[src/rtl/pcr_defines.svh]
// Constants of the configuration row map and the preload chain.
// Assumes inclusion by the row store module pcr_rows.
// ----------------------------------------------------------------
// ----------------------------------------------------------------
`ifndef PCR_DEFINES_SVH
`define PCR_DEFINES_SVH

// ----------------------------------------------------------------
// Row addresses
// ----------------------------------------------------------------
`define PCR_ROW_ARRAY_LAST 6'h1f
`define PCR_ROW_SIG 6'h20
`define PCR_ROW_RSV_FIRST 6'h21
`define PCR_ROW_RSV_LAST 6'h3b
`define PCR_ROW_ARCH 6'h3c
`define PCR_ROW_SEC 6'h3d
`define PCR_ROW_ERASE 6'h3f

// ----------------------------------------------------------------
// Architecture word field positions
// ----------------------------------------------------------------
`define PCR_ARCH_POL_LSB 0
`define PCR_ARCH_CELL_LSB 8
`define PCR_ARCH_SYNC_POS 16
`define PCR_ARCH_GLOBAL_POS 17

// ----------------------------------------------------------------
// Reset values
// ----------------------------------------------------------------
`define PCR_ROW_RESET 64'h0000_0000_0000_0000
`define PCR_ARCH_RESET 82'h0
`define PCR_MC_RESET 8'h00

`endif

[src/rtl/pcr_pkg.sv]
// Types of the configuration row block.
// Assumes the defines header lies on the include path.
package pcr_pkg;
	// Row data word, architecture word and row address widths
	typedef logic [63:0] pcr_row_t;
	typedef logic [81:0] pcr_arch_t;
	typedef logic [5:0] pcr_addr_t;

	// Programming command from the fixture
	typedef struct packed {
		logic prog;
		logic read;
		pcr_addr_t row;
		pcr_row_t wdata;
		pcr_arch_t wdata_arch;
	} pcr_cmd_s;

	// Preload input pins after synchronising
	typedef struct packed {
		logic enable;
		logic shift_clk;
		logic data;
	} pcr_pre_s;

	// Chain engine modes
	typedef enum logic [1:0] {
		PCR_RUN = 2'b00,
		PCR_PRELOAD = 2'b01
	} pcr_mode_e;
endpackage

[src/rtl/pcr_sync3.sv]
// Three-stage pin synchroniser with a two-stage agreement filter.
// Assumes a pin level asynchronous to i_sys_clk.
`timescale 1ns/100ps
`default_nettype none
module pcr_sync3 (
	// Clock and reset
	input wire logic i_sys_clk,
	input wire logic i_rst_n,
	// Pin and filtered level
	input wire logic i_pin,
	output logic o_level
);
	// All flops of the synchroniser
	typedef struct packed {
		logic s1;
		logic s2;
		logic s3;
		logic lvl;
	} pcr_sync_s;

	pcr_sync_s st_reg;
	pcr_sync_s st_next;

	// Level changes only once stages two and three agree
	always_comb begin
		st_next = st_reg;
		st_next.s1 = i_pin;
		st_next.s2 = st_reg.s1;
		st_next.s3 = st_reg.s2;
		if (st_reg.s2 == st_reg.s3) begin
			st_next.lvl = st_reg.s3;
		end
	end

	// Register stage
	always_ff @(posedge i_sys_clk or negedge i_rst_n) begin
		if (!i_rst_n) begin
			st_reg <= '0;
		end else begin
			st_reg <= st_next;
		end
	end

	assign o_level = st_reg.lvl;
endmodule
`default_nettype wire

[src/rtl/pcr_rows.sv]
// Configuration row store, bulk erase, security and preload chain.
// Assumes a fixture issuing one-cycle program or read strobes and
// driving the preload pins asynchronously to i_sys_clk.
`timescale 1ns/100ps
`default_nettype none
`include "pcr_defines.svh"
module pcr_rows (
	// Clock and reset
	input wire logic i_sys_clk,
	input wire logic i_rst_n,
	// Row access port
	input wire logic [5:0] i_row_addr,
	input wire logic [81:0] i_row_wdata,
	input wire logic i_row_wr,
	input wire logic i_row_rd,
	output logic [81:0] o_row_rdata,
	output logic o_row_denied,
	// Preload pins
	input wire logic i_preload_enable_pin,
	input wire logic i_preload_shift_clock,
	input wire logic i_preload_sdin,
	output logic o_preload_sdout,
	output logic o_preload_sdout_oe_n,
	// Normal function path
	input wire logic [7:0] i_next_state,
	output logic [7:0] o_macrocell_pin,
	output logic o_secured
);
	// ----------------------------------------------------------------
	// State
	// ----------------------------------------------------------------
	// Whole module state held in one record
	typedef struct packed {
		logic [31:0][63:0] arr;
		pcr_pkg::pcr_row_t sig;
		pcr_pkg::pcr_arch_t arch;
		logic sec;
		logic [7:0] q;
		logic [81:0] rdata;
		logic denied;
		logic sclk_d;
		logic sdout;
		logic sdout_oe_n;
		logic [7:0] pin;
		pcr_pkg::pcr_mode_e mode;
	} pcr_state_s;

	pcr_state_s st_reg;
	pcr_state_s st_next;
	pcr_pkg::pcr_pre_s pre;

	// ----------------------------------------------------------------
	// Pin synchronisers
	// ----------------------------------------------------------------
	// Preload enable pin
	pcr_sync3 u_sync_en (
		.i_sys_clk(i_sys_clk),
		.i_rst_n(i_rst_n),
		.i_pin(i_preload_enable_pin),
		.o_level(pre.enable)
	);
	// Shift clock pin, edges detected on the filtered level
	pcr_sync3 u_sync_clk (
		.i_sys_clk(i_sys_clk),
		.i_rst_n(i_rst_n),
		.i_pin(i_preload_shift_clock),
		.o_level(pre.shift_clk)
	);
	// Serial data pin
	pcr_sync3 u_sync_din (
		.i_sys_clk(i_sys_clk),
		.i_rst_n(i_rst_n),
		.i_pin(i_preload_sdin),
		.o_level(pre.data)
	);

	// ----------------------------------------------------------------
	// Decode helpers
	// ----------------------------------------------------------------
	logic is_array;
	logic sync_mode;
	logic [7:0] registered;
	logic shift_edge;

	// Registered cells follow the architecture word
	always_comb begin
		is_array = (i_row_addr <= `PCR_ROW_ARRAY_LAST);
		// Sync-mode bit low gives registered capability
		sync_mode = st_reg.arch[`PCR_ARCH_SYNC_POS];
		// Registered when global set and cell bit clear, sync mode low
		for (int i = 0; i < 8; i++) begin
			registered[i] = !sync_mode && st_reg.arch[`PCR_ARCH_GLOBAL_POS]
				&& !st_reg.arch[`PCR_ARCH_CELL_LSB + i];
		end
		shift_edge = pre.shift_clk && !st_reg.sclk_d;
	end

	// ----------------------------------------------------------------
	// Next state
	// ----------------------------------------------------------------
	// Row access, erase and preload chain in one process
	always_comb begin
		logic carry;
		carry = 1'b0;
		st_next = st_reg;
		st_next.denied = 1'b0;
		st_next.sclk_d = pre.shift_clk;
		st_next.rdata = 82'h0;

		// Row program cycle; unknown rows are ignored
		if (i_row_wr) begin
			if (i_row_addr == `PCR_ROW_ERASE) begin
				// Bulk erase returns the part to blank state
				st_next.arr = '0;
				st_next.sig = `PCR_ROW_RESET;
				st_next.arch = `PCR_ARCH_RESET;
				st_next.sec = 1'b0;
			end else if (is_array) begin
				// Secured array refuses programming
				if (st_reg.sec) begin
					st_next.denied = 1'b1;
				end else begin
					st_next.arr[i_row_addr[4:0]] = i_row_wdata[63:0];
				end
			end else if (i_row_addr == `PCR_ROW_SIG) begin
				st_next.sig = i_row_wdata[63:0];
			end else if (i_row_addr == `PCR_ROW_ARCH) begin
				st_next.arch = i_row_wdata;
			end else if (i_row_addr == `PCR_ROW_SEC) begin
				// Only set here; clearing needs a bulk erase
				st_next.sec = st_reg.sec | i_row_wdata[0];
			end
		end

		// Verify readback, data in the following cycle
		if (i_row_rd) begin
			if (is_array) begin
				if (st_reg.sec) begin
					st_next.denied = 1'b1;
				end else begin
					st_next.rdata = {18'h0, st_reg.arr[i_row_addr[4:0]]};
				end
			end else if (i_row_addr == `PCR_ROW_SIG) begin
				// Signature reads ignore the security bit
				st_next.rdata = {18'h0, st_reg.sig};
			end else if (i_row_addr == `PCR_ROW_ARCH) begin
				st_next.rdata = st_reg.arch;
			end else if (i_row_addr == `PCR_ROW_SEC) begin
				st_next.rdata = {81'h0, st_reg.sec};
			end
		end

		// Mode follows the preload pin
		st_next.mode = pre.enable ? pcr_pkg::PCR_PRELOAD : pcr_pkg::PCR_RUN;
		// Serial out buffer driven only in preload
		st_next.sdout_oe_n = !pre.enable;

		unique case (st_reg.mode)
			pcr_pkg::PCR_PRELOAD: begin
				// Shift chain: bit enters lowest registered cell
				if (shift_edge) begin
					carry = pre.data;
					for (int i = 0; i < 8; i++) begin
						if (registered[i]) begin
							st_next.q[i] = carry;
							carry = st_reg.q[i];
						end
					end
					// Bit leaving the top of the chain
					st_next.sdout = carry;
				end
			end
			pcr_pkg::PCR_RUN: begin
				// Normal clocking of registered cells
				for (int i = 0; i < 8; i++) begin
					if (registered[i]) begin
						st_next.q[i] = i_next_state[i];
					end
				end
			end
			default: begin
				st_next.mode = pcr_pkg::PCR_RUN;
			end
		endcase

		// Output pins: registered cells show Q inverted, other cells apply polarity
		for (int i = 0; i < 8; i++) begin
			if (registered[i]) begin
				// Q low after reset shows high regardless of polarity
				st_next.pin[i] = !st_next.q[i];
			end else begin
				// Polarity 1 active high, 0 active low
				st_next.pin[i] = st_reg.arch[`PCR_ARCH_POL_LSB + i] ? i_next_state[i]
					: !i_next_state[i];
			end
		end
	end

	// ----------------------------------------------------------------
	// Register stage
	// ----------------------------------------------------------------
	// Reset clears every Q; pins of registered cells then read high
	always_ff @(posedge i_sys_clk or negedge i_rst_n) begin
		if (!i_rst_n) begin
			st_reg <= '0;
			st_reg.sdout_oe_n <= 1'b1;
			st_reg.pin <= 8'hff;
		end else begin
			st_reg <= st_next;
		end
	end

	// Outputs straight from flops
	assign o_row_rdata = st_reg.rdata;
	assign o_row_denied = st_reg.denied;
	assign o_preload_sdout = st_reg.sdout;
	assign o_preload_sdout_oe_n = st_reg.sdout_oe_n;
	assign o_macrocell_pin = st_reg.pin;
	assign o_secured = st_reg.sec;
endmodule
`default_nettype wire

[config.mk]
export PLATFORM = sky130hd
export DESIGN_NAME = pcr_rows
export DESIGN_NICKNAME = d
export VERILOG_FILES = /design/src/rtl/pcr_pkg.sv /design/src/rtl/pcr_sync3.sv /design/src/rtl/pcr_rows.sv
export VERILOG_INCLUDE_DIRS = /design/src /design/src/rtl
export SDC_FILE = /design/constraint.sdc
export NUM_CORES = 2
export LEC_CHECK = 0
export BUFFER_PORTS_ARGS = -buffer_cell sky130_fd_sc_hd__buf_4
export CAP_MARGIN = 20
export CORE_AREA = 4 4 362 507
export DETAILED_ROUTE_END_ITERATION = 7
export DIE_AREA = 0 0 366 511
export PLACE_DENSITY = 0.76
export SLEW_MARGIN = 20
export SYNTH_ARGS = -nofsm -noshare
export SYNTH_HDL_FRONTEND = slang
export SYNTH_HIERARCHICAL = 1
export SYNTH_SLANG_ARGS = --single-unit
[constraint.sdc]
create_clock -name i_sys_clk -period 2 [get_ports i_sys_clk]
set_input_delay 0.1 -clock i_sys_clk [delete_from_list [all_inputs] [get_ports i_sys_clk]]
set_output_delay 0.1 -clock i_sys_clk [all_outputs]
set_load 0.05 [all_outputs]
* Yosys cells after proc, flatten, opt, wreduce, memory -nomap -nowiden
Index checks and enable logic that the tools add are counted.
Storage, ports and cells: logic and storage cells 192, input port bits 103, output and inout bits 94, register bits 2311
Cells by class: reduce and logical (&&, ||, !) cells 49, $lt $le $gt $ge 3, bitwise logic cells 1, eq/ne operators 12, mux-type cells 72
Operators by type and width (number):
- $mux W2048 | 2
- $mux W2195 | 1
- $bwmux W2048 | 1
- $mux W82 | 4
- $bmux W64 S5 | 1
- $demux W64 S5 | 1
- $mux W64 | 4
- $mux W83 | 2
- $mux W147 | 1
- $mux W1 | 53
- $logic_not A1 Y1 | 27
- $eq A6 B6 Y1 const B | 4
- $pmux W8 S2 | 1
- $logic_and A1 B1 Y1 | 11
- $mux W8 | 1
- $reduce_bool A2 Y1 | 4
- $le A6 B5 Y1 const B | 1
- $lt A5 B6 Y1 const B | 1
- $reduce_and A3 Y1 | 2
- $ge A5 B1 Y1 const B | 1
- $reduce_and A5 Y1 | 1
- $ne A2 B1 Y1 const B | 2
- $ne A2 B2 Y1 const B | 2
- $reduce_and A4 Y1 | 1
- other kinds (6) | 8

* Longest topological paths before layout
depth in word-level cells 17, depth in mapped cells 10, gate-level depth less buffers 5

* Hierarchy
The synthesis kept the hierarchy.
Modules (own cells, without submodules):
- pcr_rows | times used 1, area an instance 101095.7 um2, cells each 7124, seq. area each 57516.4 um2
- pcr_sync3 | times used 3, area an instance 111.4 um2, cells each 5, seq. area each 100.1 um2

* Least setup slack after synthesis
OpenSTA, ideal clock, no wires.
kind register -> register, start register st_reg (netlist bit o_secured), end register st_reg[1225] (netlist name), cell stages (with the launch flop) 8, setup time 0.121 ns, required time 1.879 ns, period minus slack after synthesis 2.094 ns, buffers on the path 3, data arrival time 1.973 ns, slack -0.094 ns, path through dfrtp_1 > or2_1 > buf_2 > buf_2 > nor3_1 > o21ai_4 > buf_6 > a22o_1
On the way: cells in the longest elaborated chain, start to end 2
RTL lines:
- from (decl) | RTL line pcr_rows.sv:48 | pcr_state_s st_reg;
- from (signal assigned) | RTL line pcr_rows.sv:209 | st_reg <= st_next;
- $ne A2 B1 Y1 (no source line)
- $reduce_and A3 Y1 (no source line)
Every way passes these cells. A chain may end at the register's enable or synchronous reset.

==> summary.txt <==
=================================================================================================
Vias in the first global route                                                             81,900
Violation count after the first detailed-routing iteration                                 12,300
Setup violations, final                                                                       459
Outcome                                                                              finished, violations left
Number of buffers added by the clock tree synthesis step                                      207
Worst flop-to-flop path startpoint                                                   st_reg[1468]
Number of buffer cells added on primary ports                                                 196
Setup repair after global routing missed its margin                                           yes
Post-route minimum period                                                                 2140 ps
Proportion of synthesized chip area in sequential cells                                     57.0%
CP Launch Point                                                                      st_reg[1468]
Least-Margin Pin Slew                                                                     1120 ps
Clock Skew                                                                                42.2 ps
Vias                                                                                       79,700
Total wire length                                                                      411,000 um
Power density over the cells                                                          927 nW/um^2
Adder-cell share of the synthesized area                                                  0.0333%
Xor and xnor fraction of the mapped netlist area                                          0.0259%
Critical path required time                                                               2790 ps
Count of flip-flops with a built-in enable after synthesis                                      0
Core Region                                                                          179,000 um^2
Count of synthesis-stage warnings from yosys                                                    6
Ratio of cells with drive above 1 in the final layout                                       28.9%
Class of the worst hold path                                                               in2reg
Startpoint of the most critical hold path                                            i_row_wdata[63]
Failing checks                                                                       DRC, setup timing
Share of flip-flops with an asynchronous set or reset                                        100%
Net count of the finished layout                                                            7,708
Overflow left after global routing                                                              0
Post-DP HPWL                                                                           255,000 um
Timing-limited maximum frequency                                                        0.467 GHz
Cell count after synthesis                                                                  7,139
Width of the chip                                                                          366 um
Critical path data arrival time                                                           2930 ps
Routed wirelength normalized by instance count                                            40.6 um
GP Congestion                                                                               0.967
Total die area                                                                       187,000 um^2
Number of rows created at floorplan                                                           184
Clock insertion delay at the later pin of the skew report                                  910 ps
Worst relative slew slack                                                                   25.4%
Largest register FFs                                                                        2,204
Syn Std Cell Area                                                                    101,000 um^2
Chip height                                                                                511 um
Number of distinct library cell variants in the gate-level netlist after synthesis             77
MaxCap Viol Count                                                                               0
Share of cell area taken by muxes after synthesis                                           12.4%
Largest net degree at the start of global routing                                              87
Post-synthesis sequential element count                                                     2,310
Maximum root-to-sink buffer count                                                               3
Syn nets                                                                                    7,242
Setup slack after placement                                                               -851 ps
Number of design rule violations left after detail routing                                     30
Worst setup margin                                                                        -143 ps
Clock tree from TritonCTS                                                                     yes
Length of the first detailed-routing pass in iterations                                         8
Starting Density                                                                            56.7%
Routed Antenna Nets                                                                             0
Pins Over Slew Limit                                                                            0
Setup_tns                                                                              -15,120 ps
# clock sinks                                                                               2,310
Most frequent standard cell in the layout excluding fill and tap cells               sky130_fd_sc_hd__dfrtp_1
Via-per-instance ratio                                                                       7.88
Period Utilization, post-route                                                               107%
Worst Path Max Fanout                                                                           2
Antenna violations before repair                                                               19
Global-route wire length before repair                                                 589,000 um
Area Growth Syn to Fin                                                                      20.0%
Root Driver                                                                          sky130_fd_sc_hd__clkbuf_16
Static leakage power                                                                      56.7 nW
Kind of critical path                                                                     reg2reg
Number of hold violations in the final report                                                   0
Startpoint types                                                                             flop
Post-Syn Area per Cell                                                                  14.2 um^2
Cells on Worst Hold Path                                                                        3
Core Util, Final                                                                            68.0%
Total routing resource utilization after global routing                                     43.4%
Most frequently used flop master after synthesis                                     sky130_fd_sc_hd__dfrtp_1
Count of boundary I/O pins                                                                    197
Fraction of the mapped netlist area in compound gates                                       21.9%
Reg-to-reg slack, setup                                                                   -140 ps
Overall power after layout                                                                 113 mW
Critical Path End Type                                                                       flop
Number of cell instances on the worst register-to-register path                                 5
# H-tree levels                                                                                 4
VDD IR-drop max                                                                           1.02 mV
Most frequent cells in the layout                                                    2,287 x sky130_fd_sc_hd__dfrtp_1, 2,153 x sky130_fd_sc_hd__a22o_1, 752 x sky130_fd_sc_hd__buf_4
Post-synthesis share of cell area spent on and, or, nand and nor gates                      2.67%
Largest family of logic cells by synthesized area                                    compound AO/OA/AOI/OAI gates
Reg clk slew, reported paths                                                                70 ps
=================================================================================================
[worst max-delay path: stages, from the launching register on]
cell	delay (ps)
sky130_fd_sc_hd__dfrtp_1	410
sky130_fd_sc_hd__mux4_2	530
sky130_fd_sc_hd__a221o_1	470
sky130_fd_sc_hd__nor3_4	410
sky130_fd_sc_hd__buf_4	190
sky130_fd_sc_hd__nor3_2	30
[final timing paths]
check / endpoint
setup / recovery: o_row_rdata[1]
hold / removal: st_reg[168]
setup reg to reg: o_row_rdata[1]
hold reg to reg: u_sync_clk/st_next[1]
max in group asynchronous: st_reg[1963]
min in group asynchronous: st_reg[150]
[per-stage QoR]
step / area [um^2] / std cells / hold WS, ps
after floorplan: 101000 / 7139 / -196
after global placement: 112000 / 9550 / -18.2
after detailed placement: 112000 / 9560 / -17.8
after CTS: 121000 / 10100 / 0.560
after global routing: 122000 / 10100 / 18.2
final: 122000 / 10100 / 3.75
[power breakdown]
group / internal, mW / leakage, nW / switching (mW)
combinational: 7.02 / 21.6 / 8.10
clock: 25.3 / 3.69 / 19.0
sequential: 50.6 / 31.4 / 2.77
total: 82.9 / 56.7 / 29.9
[cell usage after synthesis, drive strengths merged, types with 2 or more instances]
library cell     n  area, um^2
dfrtp         2301       57600
a22o          2153       18900
buf            738        4890
mux4           515       11600
clkbuf         294        1100
nand2          234         878
o21ai          123         875
mux2i           97         971
and2            86         538
nor2            82         333
a221oi          81         728
a22oi           81         608
nor3            81         415
a21oi           61         317
o22ai           30         188
o211ai          22         165
a211oi          19         143
nor4            12        90.1
nand3           11        67.6
nor2b           11        68.8
dfstp            9         236
inv              9        33.8
nor3b            7        68.8
or2              7        43.8
and3             6        37.5
nand2b           6        37.5
and3b            5        43.8
mux2             5        56.3
o32ai            4        35.0
or3              4        25.0
a221o            3        30.0
a2bb2oi          3        26.3
a31oi            3        18.8
maj3             3        33.8
nand4            3        25.0
o21a             3        22.5
a21o             2        15.0
a311oi           2        23.8
a31o             2        17.5
a32oi            2        17.5
o2111ai          2        17.5
o31ai            2        15.0
xnor2            2        17.5
[final cells by class]
type                    instances  area, um^2
flip-flops and latches       2310       57800
repair buffers               1289       15000
clock inverters               100        1460
diodes                          8        20.0
multi-input cells            3787       38400
fillers                     11300       57200
well taps                    2325        2910
clock buffers                 289        6040
inverters                      10        43.8
[metal layers]
layer  vias to the layer above  global-route usage [%]  part of all wire, %
li1                      28700                       -                    -
met1                     40600                    49.9                   31
met3                      2463                    15.2                   13
met4                        14                    41.7                   13
met5                         -                   0.103                0.022
met2                      7936                    63.1                   44
[kinds of logic (layout without fill, tap and decap cells)]
group | Yosys count | in the layout
simple gates | 559 | 559
xor+xnor | 3 | 3
fa+ha+maj | 3 | 3
flops | 2310 | 2310
other cells | 0 | 8
compound gates | 2605 | 2605
buf+inv | 1042 | 1688
mux | 617 | 617
[repair_timing]
action | CTS | global route
hold endpoints to repair | 4224 | 0
resized for setup | 32 | 62
cloned | 0 | 6
hold buffers | 128 | 0
endpoints found under the setup margin | 1217 | 200
pin swaps | 4 | 43
setup buffers | 6 | 15
(Power assumes the default switching activity.)
